$ cat config.mk
export PLATFORM = sky130hd
export DESIGN_NAME = sysref_clock_input_control
export DESIGN_NICKNAME = d
export VERILOG_FILES = /design/src/rtl/sysref_clock_pkg.sv /design/src/rtl/sync_path_if.sv /design/src/rtl/sync_path.sv /design/src/rtl/sysref_clock_input_control.sv
export SDC_FILE = /design/constraint.sdc
export NUM_CORES = 1
export LEC_CHECK = 0
export BUFFER_PORTS_ARGS = -buffer_cell sky130_fd_sc_hd__clkbuf_2
export CAP_MARGIN = 20
export CELL_PAD_IN_SITES_DETAIL_PLACEMENT = 1
export CELL_PAD_IN_SITES_GLOBAL_PLACEMENT = 2
export CORE_MARGIN = 3
export CORE_UTILIZATION = 36
export DETAILED_ROUTE_END_ITERATION = 12
export MAX_ROUTING_LAYER = met4
export PLACE_DENSITY_LB_ADDON = 0.15
export RECOVER_POWER = 100
export SLEW_MARGIN = 30
export SYNTH_ARGS = -nofsm -noshare
export SYNTH_HDL_FRONTEND = slang
export SYNTH_SLANG_ARGS = --single-unit
$ cat constraint.sdc
create_clock -name core_clk -period 2.7 [get_ports core_clk]
set_input_delay 0.405 -clock core_clk [delete_from_list [all_inputs] [get_ports core_clk]]
set_output_delay 0.405 -clock core_clk [all_outputs]
set_load 0.02 [all_outputs]
$ cat src/rtl/sysref_clock_pkg.sv
// Constants shared by the clock and sync input control block
package sysref_clock_pkg;
  // ==========================================================
  // Register offsets on the register port
  localparam logic [7:0] ADDR_CLOCK_CONTROL_0 = 8'h29;
  localparam logic [7:0] ADDR_CLOCK_CONTROL_1 = 8'h2A;
  localparam logic [7:0] ADDR_CLOCK_CONTROL_2 = 8'h2B;
  localparam logic [7:0] ADDR_POSITION_BYTE0  = 8'h2C;
  localparam logic [7:0] ADDR_POSITION_BYTE1  = 8'h2D;
  localparam logic [7:0] ADDR_POSITION_BYTE2  = 8'h2E;

  // ==========================================================
  // Reset values
  localparam logic [7:0]  RESET_CLOCK_CONTROL_0 = 8'h80;
  localparam logic [7:0]  RESET_CLOCK_CONTROL_1 = 8'h00;
  localparam logic [7:0]  RESET_CLOCK_CONTROL_2 = 8'h10;
  localparam logic [23:0] RESET_POSITION        = 24'h000000;

  // ==========================================================
  // Field positions
  localparam int BIT_PROCESSOR_ENABLE = 6;
  localparam int BIT_RECEIVER_ENABLE  = 5;
  localparam int BIT_FINE_STEP        = 4;
  localparam int SEL_MSB              = 3;
  localparam int SEL_LSB              = 0;
  localparam int BIT_DEVCLOCK_PECL    = 2;
  localparam int BIT_SYNC_PECL        = 1;
  localparam int BIT_POLARITY_INVERT  = 0;
  localparam int BIT_ANALOG_QUIET     = 2;
  localparam int BIT_RAIL_QUIET       = 0;

  // ==========================================================
  // Delay line geometry
  localparam int POSITION_WIDTH = 24;
  localparam int DELAY_DEPTH    = 48;
endpackage

$ cat src/rtl/sync_path_if.sv
// Configuration and status carried between the register file and the sync path
interface sync_path_if;
  logic        receiver_enable;
  logic        processor_enable;
  logic        fine_step;
  logic [3:0]  delay_select;
  logic        polarity_invert;
  logic        sync_event;
  logic [23:0] position;

  modport ctrl (
    output receiver_enable,
    output processor_enable,
    output fine_step,
    output delay_select,
    output polarity_invert,
    input  sync_event,
    input  position
  );

  modport path (
    input  receiver_enable,
    input  processor_enable,
    input  fine_step,
    input  delay_select,
    input  polarity_invert,
    output sync_event,
    output position
  );
endinterface

$ cat src/rtl/sync_path.sv
// Sync input path: receiver gate, inversion, delay tap selection and edge position capture
module sync_path (
  input wire logic   core_clk,
  input wire logic   rst_n,
  input wire logic   sync_in,
  sync_path_if.path  cfg
);
  localparam int D = sysref_clock_pkg::DELAY_DEPTH;
  localparam int P = sysref_clock_pkg::POSITION_WIDTH;

  logic [D-1:0] line_reg;
  logic         tapped_d_reg;
  logic         sync_event_reg;
  logic [P-1:0] position_reg;
  logic         aligned;
  logic [4:0]   tap;
  logic         tapped;
  logic [P-1:0] coarse_view;

  // =========================================================
  // Receiver gate and polarity
  // A disabled receiver presents the polarity_invert level, so no edge appears unless that bit changes
  assign aligned = (sync_in & cfg.receiver_enable) ^ cfg.polarity_invert;

  always_ff @(posedge core_clk or negedge rst_n) begin
    if (!rst_n) begin
      line_reg <= '0;
    end else begin
      line_reg <= {line_reg[D-2:0], aligned};
    end
  end

  // =========================================================
  // Delay tap: fine steps are one sample, coarse steps are two
  assign tap    = cfg.fine_step ? {1'b0, cfg.delay_select}
                                : {cfg.delay_select, 1'b0};
  assign tapped = line_reg[tap];

  always_ff @(posedge core_clk or negedge rst_n) begin
    if (!rst_n) begin
      tapped_d_reg   <= 1'b0;
      sync_event_reg <= 1'b0;
    end else begin
      tapped_d_reg   <= tapped;
      sync_event_reg <= cfg.processor_enable & tapped & ~tapped_d_reg;
    end
  end

  // =========================================================
  // Edge position: snapshot of the line when a fresh edge enters it
  generate
    for (genvar i = 0; i < P; i++) begin : g_coarse
      assign coarse_view[i] = line_reg[2*i];
    end
  endgenerate

  always_ff @(posedge core_clk or negedge rst_n) begin
    if (!rst_n) begin
      position_reg <= sysref_clock_pkg::RESET_POSITION;
    end else if (cfg.receiver_enable && line_reg[0] && !line_reg[1]) begin
      position_reg <= cfg.fine_step ? line_reg[P-1:0] : coarse_view;
    end
  end

  assign cfg.sync_event = sync_event_reg;
  assign cfg.position   = position_reg;

  // =========================================================
  // Checks
  event_needs_processor_a: assert property (
    @(posedge core_clk) disable iff (!rst_n)
    sync_event_reg |-> $past(cfg.processor_enable))
    else $error("sync event while processor disabled");

  event_at_tap_a: assert property (
    @(posedge core_clk) disable iff (!rst_n)
    sync_event_reg |-> $past(tapped) && !$past(tapped_d_reg))
    else $error("sync event without rising edge at tap");

  receiver_off_quiet_a: assert property (
    @(posedge core_clk) disable iff (!rst_n)
    (!cfg.receiver_enable && !cfg.polarity_invert)[*2] |=> !line_reg[0])
    else $error("line sampled while receiver disabled");

  event_seen_c: cover property (@(posedge core_clk) disable iff (!rst_n) sync_event_reg);
  fine_event_c: cover property (@(posedge core_clk) disable iff (!rst_n)
    cfg.fine_step && sync_event_reg);
endmodule

$ cat src/rtl/sysref_clock_input_control.sv
// Clock and sync input control registers with the sync processing path
// =============================================================
module sysref_clock_input_control (
  input  wire logic       core_clk,
  input  wire logic       rst_n,
  input  wire logic       sync_in,
  input  wire logic       reg_wr_en,
  input  wire logic       reg_rd_en,
  input  wire logic [7:0] reg_addr,
  input  wire logic [7:0] reg_wdata,
  output logic      [7:0] reg_rdata,
  output logic            sync_event,
  output logic            sync_receiver_enable,
  output logic            devclock_pecl_input_mode,
  output logic            sync_pecl_input_mode,
  output logic            analog_clock_supply_quiet_enable,
  output logic            clock_rail_quiet_enable
);
  logic [7:0] clock_control_0_reg;
  logic [7:0] clock_control_1_reg;
  logic [7:0] clock_control_2_reg;
  logic [7:0] rdata_reg;
  logic [7:0] rdata_next;

  sync_path_if link ();

  // Strobe qualified by one register address; shared by the write decode and the checks
  function automatic logic bus_hit(
    input logic       strobe,
    input logic [7:0] addr,
    input logic [7:0] target
  );
    return strobe && (addr == target);
  endfunction

  // =========================================================
  // Writable control registers
  // Reserved bits are stored as written; keeping defaults is software's job
  always_ff @(posedge core_clk or negedge rst_n) begin
    if (!rst_n) begin
      clock_control_0_reg <= sysref_clock_pkg::RESET_CLOCK_CONTROL_0;
    end else if (bus_hit(reg_wr_en, reg_addr, sysref_clock_pkg::ADDR_CLOCK_CONTROL_0)) begin
      clock_control_0_reg <= reg_wdata;
    end
  end

  always_ff @(posedge core_clk or negedge rst_n) begin
    if (!rst_n) begin
      clock_control_1_reg <= sysref_clock_pkg::RESET_CLOCK_CONTROL_1;
    end else if (bus_hit(reg_wr_en, reg_addr, sysref_clock_pkg::ADDR_CLOCK_CONTROL_1)) begin
      clock_control_1_reg <= reg_wdata;
    end
  end

  always_ff @(posedge core_clk or negedge rst_n) begin
    if (!rst_n) begin
      clock_control_2_reg <= sysref_clock_pkg::RESET_CLOCK_CONTROL_2;
    end else if (bus_hit(reg_wr_en, reg_addr, sysref_clock_pkg::ADDR_CLOCK_CONTROL_2)) begin
      clock_control_2_reg <= reg_wdata;
    end
  end

  // =========================================================
  // Read path; the position bytes have no write decode at all
  always_comb begin
    rdata_next = 8'h00;
    case (reg_addr)
      sysref_clock_pkg::ADDR_CLOCK_CONTROL_0: rdata_next = clock_control_0_reg;
      sysref_clock_pkg::ADDR_CLOCK_CONTROL_1: rdata_next = clock_control_1_reg;
      sysref_clock_pkg::ADDR_CLOCK_CONTROL_2: rdata_next = clock_control_2_reg;
      sysref_clock_pkg::ADDR_POSITION_BYTE0:  rdata_next = link.position[7:0];
      sysref_clock_pkg::ADDR_POSITION_BYTE1:  rdata_next = link.position[15:8];
      sysref_clock_pkg::ADDR_POSITION_BYTE2:  rdata_next = link.position[23:16];
      default:                                rdata_next = 8'h00;
    endcase
  end

  // Read data holds its value until the next read strobe
  always_ff @(posedge core_clk or negedge rst_n) begin
    if (!rst_n) begin
      rdata_reg <= 8'h00;
    end else if (reg_rd_en) begin
      rdata_reg <= rdata_next;
    end
  end

  // =========================================================
  // Configuration to the sync path
  assign link.processor_enable =
    clock_control_0_reg[sysref_clock_pkg::BIT_PROCESSOR_ENABLE];
  assign link.receiver_enable  =
    clock_control_0_reg[sysref_clock_pkg::BIT_RECEIVER_ENABLE];
  assign link.fine_step        =
    clock_control_0_reg[sysref_clock_pkg::BIT_FINE_STEP];
  assign link.delay_select     =
    clock_control_0_reg[sysref_clock_pkg::SEL_MSB:sysref_clock_pkg::SEL_LSB];
  assign link.polarity_invert  =
    clock_control_1_reg[sysref_clock_pkg::BIT_POLARITY_INVERT];

  sync_path u_sync_path (
    .core_clk (core_clk),
    .rst_n    (rst_n),
    .sync_in  (sync_in),
    .cfg      (link.path)
  );

  // =========================================================
  // Outputs, all taken from register bits except sync_event, which comes from the sync path
  assign reg_rdata                        = rdata_reg;
  assign sync_event                       = link.sync_event;
  assign sync_receiver_enable             = link.receiver_enable;
  assign devclock_pecl_input_mode         =
    clock_control_1_reg[sysref_clock_pkg::BIT_DEVCLOCK_PECL];
  assign sync_pecl_input_mode             =
    clock_control_1_reg[sysref_clock_pkg::BIT_SYNC_PECL];
  assign analog_clock_supply_quiet_enable =
    clock_control_2_reg[sysref_clock_pkg::BIT_ANALOG_QUIET];
  assign clock_rail_quiet_enable          =
    clock_control_2_reg[sysref_clock_pkg::BIT_RAIL_QUIET];

  // =========================================================
  // Checks
  ctrl0_write_a: assert property (
    @(posedge core_clk) disable iff (!rst_n)
    bus_hit(reg_wr_en, reg_addr, sysref_clock_pkg::ADDR_CLOCK_CONTROL_0)
    |=> clock_control_0_reg == $past(reg_wdata))
    else $error("clock control 0 write not taken");

  receiver_write_a: assert property (
    @(posedge core_clk) disable iff (!rst_n)
    bus_hit(reg_wr_en, reg_addr, sysref_clock_pkg::ADDR_CLOCK_CONTROL_0)
    |=> sync_receiver_enable == $past(reg_wdata[sysref_clock_pkg::BIT_RECEIVER_ENABLE]))
    else $error("receiver enable does not follow write");

  fine_step_a: assert property (
    @(posedge core_clk) disable iff (!rst_n)
    bus_hit(reg_wr_en, reg_addr, sysref_clock_pkg::ADDR_CLOCK_CONTROL_0)
    |=> link.fine_step == $past(reg_wdata[sysref_clock_pkg::BIT_FINE_STEP]))
    else $error("fine step does not follow write");

  delay_select_a: assert property (
    @(posedge core_clk) disable iff (!rst_n)
    bus_hit(reg_wr_en, reg_addr, sysref_clock_pkg::ADDR_CLOCK_CONTROL_0)
    |=> link.delay_select ==
        $past(reg_wdata[sysref_clock_pkg::SEL_MSB:sysref_clock_pkg::SEL_LSB]))
    else $error("delay select does not follow write");

  polarity_write_a: assert property (
    @(posedge core_clk) disable iff (!rst_n)
    bus_hit(reg_wr_en, reg_addr, sysref_clock_pkg::ADDR_CLOCK_CONTROL_1)
    |=> link.polarity_invert == $past(reg_wdata[sysref_clock_pkg::BIT_POLARITY_INVERT]))
    else $error("polarity invert does not follow write");

  no_event_disabled_a: assert property (
    @(posedge core_clk) disable iff (!rst_n)
    (!link.processor_enable)[*2] |-> !sync_event)
    else $error("sync event while processing disabled");

  position_low_a: assert property (
    @(posedge core_clk) disable iff (!rst_n)
    bus_hit(reg_rd_en, reg_addr, sysref_clock_pkg::ADDR_POSITION_BYTE0)
    |=> reg_rdata == $past(link.position[7:0]))
    else $error("position low byte read mismatch");

  position_mid_a: assert property (
    @(posedge core_clk) disable iff (!rst_n)
    bus_hit(reg_rd_en, reg_addr, sysref_clock_pkg::ADDR_POSITION_BYTE1)
    |=> reg_rdata == $past(link.position[15:8]))
    else $error("position middle byte read mismatch");

  position_read_a: assert property (
    @(posedge core_clk) disable iff (!rst_n)
    bus_hit(reg_rd_en, reg_addr, sysref_clock_pkg::ADDR_POSITION_BYTE2)
    |=> reg_rdata == $past(link.position[23:16]))
    else $error("position byte read mismatch");

  position_readonly_a: assert property (
    @(posedge core_clk) disable iff (!rst_n)
    bus_hit(reg_wr_en, reg_addr, sysref_clock_pkg::ADDR_POSITION_BYTE0)
    |=> $stable(clock_control_0_reg) && $stable(clock_control_1_reg)
        && $stable(clock_control_2_reg))
    else $error("position write disturbed a control register");

  read_hold_a: assert property (
    @(posedge core_clk) disable iff (!rst_n)
    !reg_rd_en |=> $stable(reg_rdata))
    else $error("read data changed without a read strobe");

  unmapped_read_a: assert property (
    @(posedge core_clk) disable iff (!rst_n)
    reg_rd_en && (reg_addr < sysref_clock_pkg::ADDR_CLOCK_CONTROL_0
                  || reg_addr > sysref_clock_pkg::ADDR_POSITION_BYTE2)
    |=> reg_rdata == 8'h00)
    else $error("unmapped read returned data");

  pecl_mode_a: assert property (
    @(posedge core_clk) disable iff (!rst_n)
    bus_hit(reg_wr_en, reg_addr, sysref_clock_pkg::ADDR_CLOCK_CONTROL_1)
    |=> devclock_pecl_input_mode == $past(reg_wdata[sysref_clock_pkg::BIT_DEVCLOCK_PECL])
        && sync_pecl_input_mode == $past(reg_wdata[sysref_clock_pkg::BIT_SYNC_PECL]))
    else $error("pecl mode outputs do not follow write");

  quiet_enable_a: assert property (
    @(posedge core_clk) disable iff (!rst_n)
    bus_hit(reg_wr_en, reg_addr, sysref_clock_pkg::ADDR_CLOCK_CONTROL_2)
    |=> analog_clock_supply_quiet_enable ==
          $past(reg_wdata[sysref_clock_pkg::BIT_ANALOG_QUIET])
        && clock_rail_quiet_enable == $past(reg_wdata[sysref_clock_pkg::BIT_RAIL_QUIET]))
    else $error("quiet enables do not follow write");

  quiet_readback_a: assert property (
    @(posedge core_clk) disable iff (!rst_n)
    bus_hit(reg_rd_en, reg_addr, sysref_clock_pkg::ADDR_CLOCK_CONTROL_2)
    |=> reg_rdata == $past(clock_control_2_reg))
    else $error("clock control 2 read mismatch");

  enable_order_c: cover property (@(posedge core_clk) disable iff (!rst_n)
    link.receiver_enable && !link.processor_enable ##[1:20] link.processor_enable);
  position_read_c: cover property (@(posedge core_clk) disable iff (!rst_n)
    reg_rd_en && reg_addr == sysref_clock_pkg::ADDR_POSITION_BYTE0);
endmodule

==> out/metrics.yaml, run 1 <==
setup_path:
  cp-startpoint: "reg_addr[4]"
  cp-end-kind: "flip-flop"
  start_kind: "input port"
  arrival_ps: 2300
  worst_ep_required_time_ps: 2930
  cp_cell_sequence: "clkbuf_2 -> nor4b_1 -> nand2_1 -> and4bb_1 -> nand2_1 -> mux2_1"
  critical_path.top_delay_family: "simple AND/OR/NAND/NOR gates"
  crit_type: "input port to flip-flop"
  slowest_stage: "and4bb_1"
  worstPathMaxFanout: 11
  regToRegStartpoint: "clock_control_0_reg[4]"
  critPathMaxStageDelay_ps: 500
  crit_top_cell: "nand2_1"
  cp.buffers_inverters: 1
cts:
  cts_resized: 0
  clk_latency_ps: 350
  numCtsBuffers: 9
  root_buffer: "clkbuf_16"
  clock-sinks: 105
  clk_pin_slew_ps: 70
  cts_tree: "yes"
  post-cts-setup-buffer-count: 0
  cts.hold.buffers_added: 0
  htreeDepth: 3
  clockBufferDepth: 2
detailed_routing:
  wl_per_cell_um: 19.89
  drc: 0
  drt_wl_total_um: 11060
  firstDrtPassIters: 4
  ant_nets: 0
  vias: 2807
  first_iter_violations: 173
  vias_per_cell: 5.049
global_routing:
  grt_overflow: 0
  grt_max_degree: 52
  antenna_found_initial: 0
  grt_pass1_wl_um: 17810
  grt.total_usage: 0.1733
  grt_pass1_vias: 3042
floorplanning:
  initial_core_util: 0.3698
  die_w_um: 117.3
  die_height_um: 117.3
  die_area_um2: 13760
  core_area_um2: 12060
  io_pins: 35
  num_rows: 40
cells_and_area:
  final_nets: 404
  drive_above_1_share: 0.1624
  diodes: 0
  area_growth_pct: 11.25
  mostFrequentLayoutCells: "102 x dfrtp_1, 36 x nand2_1, 27 x mux2i_1"
  mostFrequentLayoutCell: "dfrtp_1"
  postLayoutCoreUtil: 0.4114
  largest_reg_flops: 47
  fillers: 1297
power:
  clock_power_share: 0.391
  p_seq_frac: 0.543
  power_switching_mw: 0.7763
  p_leak_nw: 2.218
  comb_power_share: 0.066
  power.internal_mw: 2.338
  netSwitchingFraction: 0.2492
  ir_drop_v: 0.0003015
  power.density_nw_per_um2: 627.7
yosys:
  synth_area_um2: 4461
  synth-seq-area-share: 0.5896
  synthArstFlopShare: 1.000
  ys_ff_latch: 105
  syn_nets: 374
  synth_edf_count: 0
  syn_inst: 353
  syn_area_per_cell_um2: 12.64
  yosysWarnings: 0
  synthFlopType: "dfrtp_1"
  yosys.cell_types.count: 48
placed_design:
  portBuffers: 34
  place_hpwl_um: 7987
  gp_congestion: 0.7938
  place_ws_ps: 418.0
timing:
  post-route-period-util: 0.7646
  tns_ps: 0
  finalSetupViolCount: 0
  max-slew-margin-rel: 0.1733
  fin_crit_ps: 2065
  rsz0062_at_grt: "false"
  fmax_ghz: 0.4844
  clock_skew_ps: 7.456
  tightest_slew_ps: 1240
  slew_viol_final: 0
  hold_violations: 0
  finalWorstSetupSlack_ps: 635.5
worst_hold_path:
  hold_start: "sync_in"
  hold_path.class: "input port to flip-flop"
status:
  status: "finished, final reports clean"
run:
  cap_violations: 0
[worst min-delay path, delay by kind of cell]
| family | cells | cell delay, ps |
|---|---|---|
| simple gates | 1 | 60 |
| buf+inv | 1 | 80 |
| xor+xnor | 1 | 60 |
[metrics by stage]
step                total power, mW  std cells  instance area (um2)  hold WS (ps)
finish                        3.115        556                 4962         288.0
CTS                           3.167        556                 5061         98.60
global placement              1.943        540                 4795         333.0
detailed placement            1.948        540                 4795         336.3
global route                  3.249        556                 4962         298.5
floorplan                     1.826        353                 4461         109.4
[Yosys cell counts (all sizes together), types with 2 or more instances]
library cell | n | share of area
a2111oi | 2 | 0.0042
a211o | 2 | 0.0039
a21oi | 12 | 0.013
a221oi | 7 | 0.014
a22oi | 6 | 0.010
a2bb2oi | 2 | 0.0039
a31oi | 2 | 0.0028
and3b | 2 | 0.0039
buf | 15 | 0.022
clkbuf | 10 | 0.0084
dfrtp | 103 | 0.58
dfstp | 2 | 0.012
inv | 3 | 0.0025
mux2 | 39 | 0.11
mux2i | 27 | 0.061
mux4 | 2 | 0.010
nand2 | 36 | 0.034
nand2b | 5 | 0.0070
nand3 | 3 | 0.0034
nand3b | 4 | 0.0067
nor2 | 12 | 0.010
nor2b | 6 | 0.0084
nor3 | 7 | 0.010
nor3b | 2 | 0.0045
o21ai | 26 | 0.029
o22ai | 3 | 0.0042
[per-layer routing]
metal	up-vias	wire, um	global-route usage
met3	10	281	0.03279
met4	0	153	0.05938
li1	1330	-	-
met1	1424	5450	0.2332
met5	-	0	-
met2	43	5173	0.2659
[cell families (layout without fill, tap and decap cells)]
kind of cell / after synthesis / in the layout / share of synthesized area
and+or+nand+nor: 80 / 80 / 0.09593
buffers and inverters: 28 / 63 / 0.03338
AOI/OAI and AO/OA: 71 / 71 / 0.1032
xor gates and xnor gates: 1 / 1 / 0.001964
DFF: 105 / 105 / 0.5896
muxes: 68 / 68 / 0.1759
[worst paths after layout]
check                                        endpoint  slack [ps]  depth (start not counted)
setup / recovery               clock_control_2_reg[0]         640                          6
hold / removal                u_sync_path.line_reg[0]         290                          3
setup reg to reg           u_sync_path.cfg.sync_event         720                          5
hold reg to reg              u_sync_path.line_reg[42]         350                          0
max in group asynchronous      clock_control_0_reg[4]         780                          2
min in group asynchronous    u_sync_path.line_reg[43]         310                          1
[power by group through the flow]
stage | registers (mW) | logic [mW] | clock network (mW)
6_report | 1.69 | 0.205 | 1.22
5_1_grt | 1.70 | 0.230 | 1.32
4_1_cts | 1.70 | 0.223 | 1.25
3_5_place_dp | 1.72 | 0.223 | 0
3_3_place_gp | 1.72 | 0.219 | 0
2_1_floorplan | 1.70 | 0.125 | 0
[final cells by class]
type	instances	area (um2)	area share
Tap cell	168	210.2	0.04236
Inverter	3	11.26	0.002269
Clock inverter	4	30.03	0.006051
Clock buffer	12	236.5	0.04766
Sequential cell	105	2631	0.5303
Multi-Input combinational cell	220	1628	0.3280
Timing Repair Buffer	44	215.2	0.04337
(Power assumes the default switching activity.)
==> inputs of run 2 (changes only) <==
Clock period 2.7 ns to 1.94 ns, I/O delays scaled along.
==> out/metrics.yaml, run 2 (synthesis gave the netlist of run 1 again) <==
cts:
  cts_tree: "yes"
  clk_pin_slew_ps: 70  # about the same
  numCtsBuffers: 9  # unchanged
  clock-sinks: 105  # unchanged
  root_buffer: "clkbuf_16"
  htreeDepth: 3  # unchanged
  clk_latency_ps: 350  # about the same
  clockBufferDepth: 2  # unchanged
placed_design:
  place_ws_ps: 28.65  # -389.3 ps
  gp_congestion: 0.7846  # -1.2%
  portBuffers: 34  # unchanged
  place_hpwl_um: 7896  # -1.1%
  numPlacedInstances: 551  # +2.0%
power:
  power.density_nw_per_um2: 864.9  # +38%
  ir_drop_v: 0.0005398  # +79%
  power_mw: 4.385  # +41%
  p_leak_nw: 2.275  # +2.6%
detailed_routing:
  first_iter_violations: 175  # +1.2%
  vias: 2853  # +1.6%
  wl_per_cell_um: 19.01  # -4.4%
  vias_per_cell: 5.023  # -0.51%
  ant_nets: 0  # unchanged
  firstDrtPassIters: 4  # unchanged
  drt_wl_total_um: 10800  # -2.4%
  drc: 0  # unchanged
setup_path:
  cp-end-kind: "flip-flop"
  rr_worst_depth: 5  # unchanged
  r2r-end: "u_sync_path.cfg.sync_event"
  r2r_slack_ps: 100  # -620 ps
  arrival_ps: 2060  # -240 ps
  start_kind: "flip-flop"
  slowest_stage: "dfrtp_4"
  worstPathMaxFanout: 21  # +10
  critPathMaxStageDelay_ps: 590  # +90 ps
  critical_path.top_delay_family: "compound AO/OA/AOI/OAI gates"
  regToRegStartpoint: "clock_control_0_reg[4]"
  cp.buffers_inverters: 1  # unchanged
  crit_type: "flip-flop to flip-flop"
  worst_ep_required_time_ps: 2160  # -770 ps
  cp_cell_sequence: "buf_4 -> nor2b_1 -> a21oi_1 -> a211o_1 -> a2111oi_1"
timing:
  fmax_ghz: 0.5425
  post-route-period-util: 0.9502
  finalWorstSetupSlack_ps: 96.52  # -538.9 ps
  hold_violations: 0  # unchanged
  finalSetupViolCount: 0  # unchanged
  tns_ps: 0  # unchanged
  clock_skew_ps: 4.728  # -2.728 ps
  fin_crit_ps: 1843
  slew_viol_final: 0  # unchanged
  tightest_slew_ps: 827.3  # -412.7 ps
  rsz0062_at_grt: "false"
  max-slew-margin-rel: 0.4484  # +0.2752
cells_and_area:
  postLayoutCoreUtil: 0.4203  # +0.008921
  fin_cells: 568  # +2.2%
  mostFrequentLayoutCells: "100 x dfrtp_1, 36 x nand2_1, 27 x mux2i_1"
  final_nets: 416  # +3.0%
  largest_reg_flops: 47  # unchanged
  area_growth_pct: 13.66
  diodes: 0  # unchanged
  drive_above_1_share: 0.1875  # +0.02513
  mostFrequentLayoutCell: "dfrtp_1"
global_routing:
  grt.busiest_layer: "met2"
  grt_max_degree: 48  # -7.7%
  grt_pass1_vias: 2978  # -2.1%
  grt_overflow: 0  # unchanged
  grt.total_usage: 0.1704  # -0.002880
  grt_use_met3: 0.04532  # +0.01254
  gr-usage-met2: 0.2543  # -0.01156
  antenna_found_initial: 0  # unchanged
  grt_pass1_wl_um: 17660  # -0.81%
  grt_util_met1: 0.2337  # +0.0005028
status:
  status: "finished, final reports clean"
worst_hold_path:
  hold_depth: 3  # unchanged
  hold_end: "u_sync_path.line_reg[0]"
  hold_start: "sync_in"
  hold_path.class: "input port to flip-flop"
run:
  cap_violations: 0  # unchanged
floorplanning:
  num_rows: 40  # unchanged
  die_height_um: 117.3  # unchanged
  die_w_um: 117.3  # unchanged
  die_area_um2: 13760  # unchanged
  io_pins: 35  # unchanged
  initial_core_util: 0.3698  # unchanged
  core_area_um2: 12060  # unchanged
## run 2: per-layer routing
metal	vias up	wire length, um
met5	-	0
met4	0	116
met3	11	361
met2	43	5066
met1	1437	5251
li1	1362	-
## run 2: how the worst max path moves through the flow
stage / slack [ps] / cells after the start / startpoint / end
6_report: 100 / 5 / clock_control_0_reg[4] / u_sync_path.cfg.sync_event
5_1_grt: 20 / 6 / clock_control_0_reg[4] / u_sync_path.cfg.sync_event
4_1_cts: 20 / 6 / clock_control_0_reg[4] / u_sync_path.cfg.sync_event
3_5_place_dp: 30 / 6 / clock_control_0_reg[4] / u_sync_path.cfg.sync_event
3_3_place_gp: 90 / 6 / clock_control_0_reg[4] / u_sync_path.cfg.sync_event
2_1_floorplan: 200 / 6 / reg_addr[4] / clock_control_0_reg[0]
## run 2: timing repair
item	in CTS	in global routing
setup endpoints to repair	0	1
hold endpoints to repair	28	0
resized for setup	0	3
buffers inserted	0	0
hold buffers	1	0
## run 2: layout make-up
class                      count  area (um2)
timing repair buffer          56       312.8
sequential                   105        2636
inverter                       3       11.26
multi-input combinational    220        1617
clock buffer                  12       256.5
fill                        1292        6992
clock inverter                 4       26.28
tap                          168       210.2
## run 2: through the flow
step | area (um2) | hold slack (ps)
2_1_floorplan | 4461 | -4.591
3_3_place_gp | 4902 | 256.8
3_5_place_dp | 4902 | 268.7
4_1_cts | 5195 | 185.2
5_1_grt | 5070 | 200.5
6_report | 5070 | 191.7
## run 2: worst min-delay path: cells and delay by family
kind / cells / cell delay (ps)
buffers and inverters: 1 / 80
and+or+nand+nor: 1 / 60
xor gates and xnor gates: 1 / 60
## run 2: power by group
group	switching, mW	total, mW	leakage [nW]	internal (mW)
logic	0.178	0.302	0.702	0.124
registers	0.0820	2.35	1.43	2.27
clock network	0.790	1.73	0.139	0.942
total	1.05	4.39	2.27	3.33
==> inputs of run 3 (changes only) <==
Settings changed: CTS_BUF_LIST set to sky130_fd_sc_hd__clkbuf_8 sky130_fd_sc_hd__clkbuf_16.
==> out/metrics.yaml, run 3 (synthesis gave the netlist of run 1 again) <==
timing:
  finalSetupViolCount: 0  # unchanged
  hold_violations: 0  # unchanged
  clock_skew_ps: 4.728  # unchanged
  tns_ps: 0  # unchanged
  max-slew-margin-rel: 0.4484  # unchanged
  tightest_slew_ps: 827.3  # unchanged
  fin_crit_ps: 1843  # unchanged
  rsz0062_at_grt: "false"
  post-route-period-util: 0.9502  # unchanged
  slew_viol_final: 0  # unchanged
  fmax_ghz: 0.5425  # unchanged
cells_and_area:
  diodes: 0  # unchanged
  drive_above_1_share: 0.1875  # unchanged
  area_growth_pct: 13.66  # unchanged
  largest_reg_flops: 47  # unchanged
  mostFrequentLayoutCell: "dfrtp_1"
  final_nets: 416  # unchanged
  mostFrequentLayoutCells: "100 x dfrtp_1, 36 x nand2_1, 27 x mux2i_1"
detailed_routing:
  drc: 0  # unchanged
  vias_per_cell: 5.023  # unchanged
  firstDrtPassIters: 4  # unchanged
  first_iter_violations: 175  # unchanged
  drt_wl_total_um: 10800  # about the same
  vias: 2853  # unchanged
  ant_nets: 0  # unchanged
  wl_per_cell_um: 19.01  # about the same
power:
  p_leak_nw: 2.279  # +0.18%
  power_mw: 4.380  # -0.12%
  ir_drop_v: 0.0005401  # about the same
  power.density_nw_per_um2: 863.9  # -0.12%
setup_path:
  worst_ep_required_time_ps: 2160  # about the same
  arrival_ps: 2060  # about the same
  crit_type: "flip-flop to flip-flop"
  cp-end-kind: "flip-flop"
  start_kind: "flip-flop"
  rr_worst_depth: 5  # unchanged
  worstPathMaxFanout: 21  # unchanged
placed_design:
  place_hpwl_um: 7896  # unchanged
  portBuffers: 34  # unchanged
  gp_congestion: 0.7846  # unchanged
global_routing:
  grt_overflow: 0  # unchanged
  grt_max_degree: 48  # unchanged
  grt.total_usage: 0.1704  # unchanged
  grt_pass1_wl_um: 17660  # unchanged
  grt_pass1_vias: 2978  # unchanged
  antenna_found_initial: 0  # unchanged
worst_hold_path:
  hold_path.class: "input port to flip-flop"
  hold_depth: 3  # unchanged
floorplanning:
  num_rows: 40  # unchanged
  die_w_um: 117.3  # unchanged
  die_height_um: 117.3  # unchanged
  io_pins: 35  # unchanged
  initial_core_util: 0.3698  # unchanged
  die_area_um2: 13760  # unchanged
  core_area_um2: 12060  # unchanged
cts:
  clk_pin_slew_ps: 70  # about the same
  clock-sinks: 105  # unchanged
  htreeDepth: 3  # unchanged
  numCtsBuffers: 9  # unchanged
  clockBufferDepth: 2  # unchanged
  cts_tree: "yes"
  post-cts-setup-buffer-count: 0  # unchanged
  root_buffer: "clkbuf_16"
  clk_latency_ps: 350  # about the same
status:
  status: "finished, final reports clean"
run:
  cap_violations: 0  # unchanged
==> run 3: cell types whose count changed in the layout (fill, tap and decap cells not counted), sizes merged <==
cell	change
inv	+1
clkbuf	-1
==> run 3: what timing repair did <==
item,CTS,global route
gates resized for setup,0,3
hold buffers,1,0
endpoints found under the hold margin,28,0
endpoints found under the setup margin,0,1
==> run 3: stage by stage <==
step           cell area [um2]  std cells  setup slack, ps    util  hold WS, ps
3_5_place_dp              4902        551            28.65  0.4064        268.7
5_1_grt                   5070        568            15.25  0.4203        200.5
4_1_cts                   5195        568            17.14  0.4307        185.2
3_3_place_gp              4902        551            85.45  0.4064        256.8
6_report                  5070        568            96.52  0.4203        191.7
2_1_floorplan             4461        353            202.9       -       -4.591
==> run 3: worst paths after layout <==
kind	from	endpoint	slack [ps]
max	clock_control_0_reg[4]	u_sync_path.cfg.sync_event	100
min	sync_in	u_sync_path.line_reg[0]	190
max reg2reg	clock_control_0_reg[4]	u_sync_path.cfg.sync_event	100
min reg2reg	u_sync_path.line_reg[43]	u_sync_path.line_reg[44]	350
max in group asynchronous	rst_n	clock_control_0_reg[4]	280
min in group asynchronous	rst_n	reg_rdata[7]	570
==> run 3: area by class of cell <==
class	instances	area, um2
Clock inverter	5	30.03
Fill cell	1292	6992
Multi-Input combinational cell	220	1617
Timing Repair Buffer	56	312.8
Clock buffer	11	252.7
Inverter	3	11.26
Tap cell	168	210.2
Sequential cell	105	2636
==> run 3: metal layers <==
layer	track usage	up-vias	share of wire
met2	0.2543	43	0.47
met1	0.2337	1437	0.49
met3	0.04532	11	0.033
li1	-	1362	-
met5	-	-	0
met4	0.04252	0	0.011
==> run 3: worst max-delay path, stage by stage, from the launching register on <==
cell and delay (ps):
dfrtp_4 590, buf_4 200, nor2b_1 200, a21oi_1 70, a211o_1 250, a2111oi_1 410
==> run 3: power by group <==
group	total (mW)	switching [mW]	internal, mW
logic	0.302	0.178	0.124
registers	2.35	0.0820	2.27
clock network	1.73	0.790	0.936
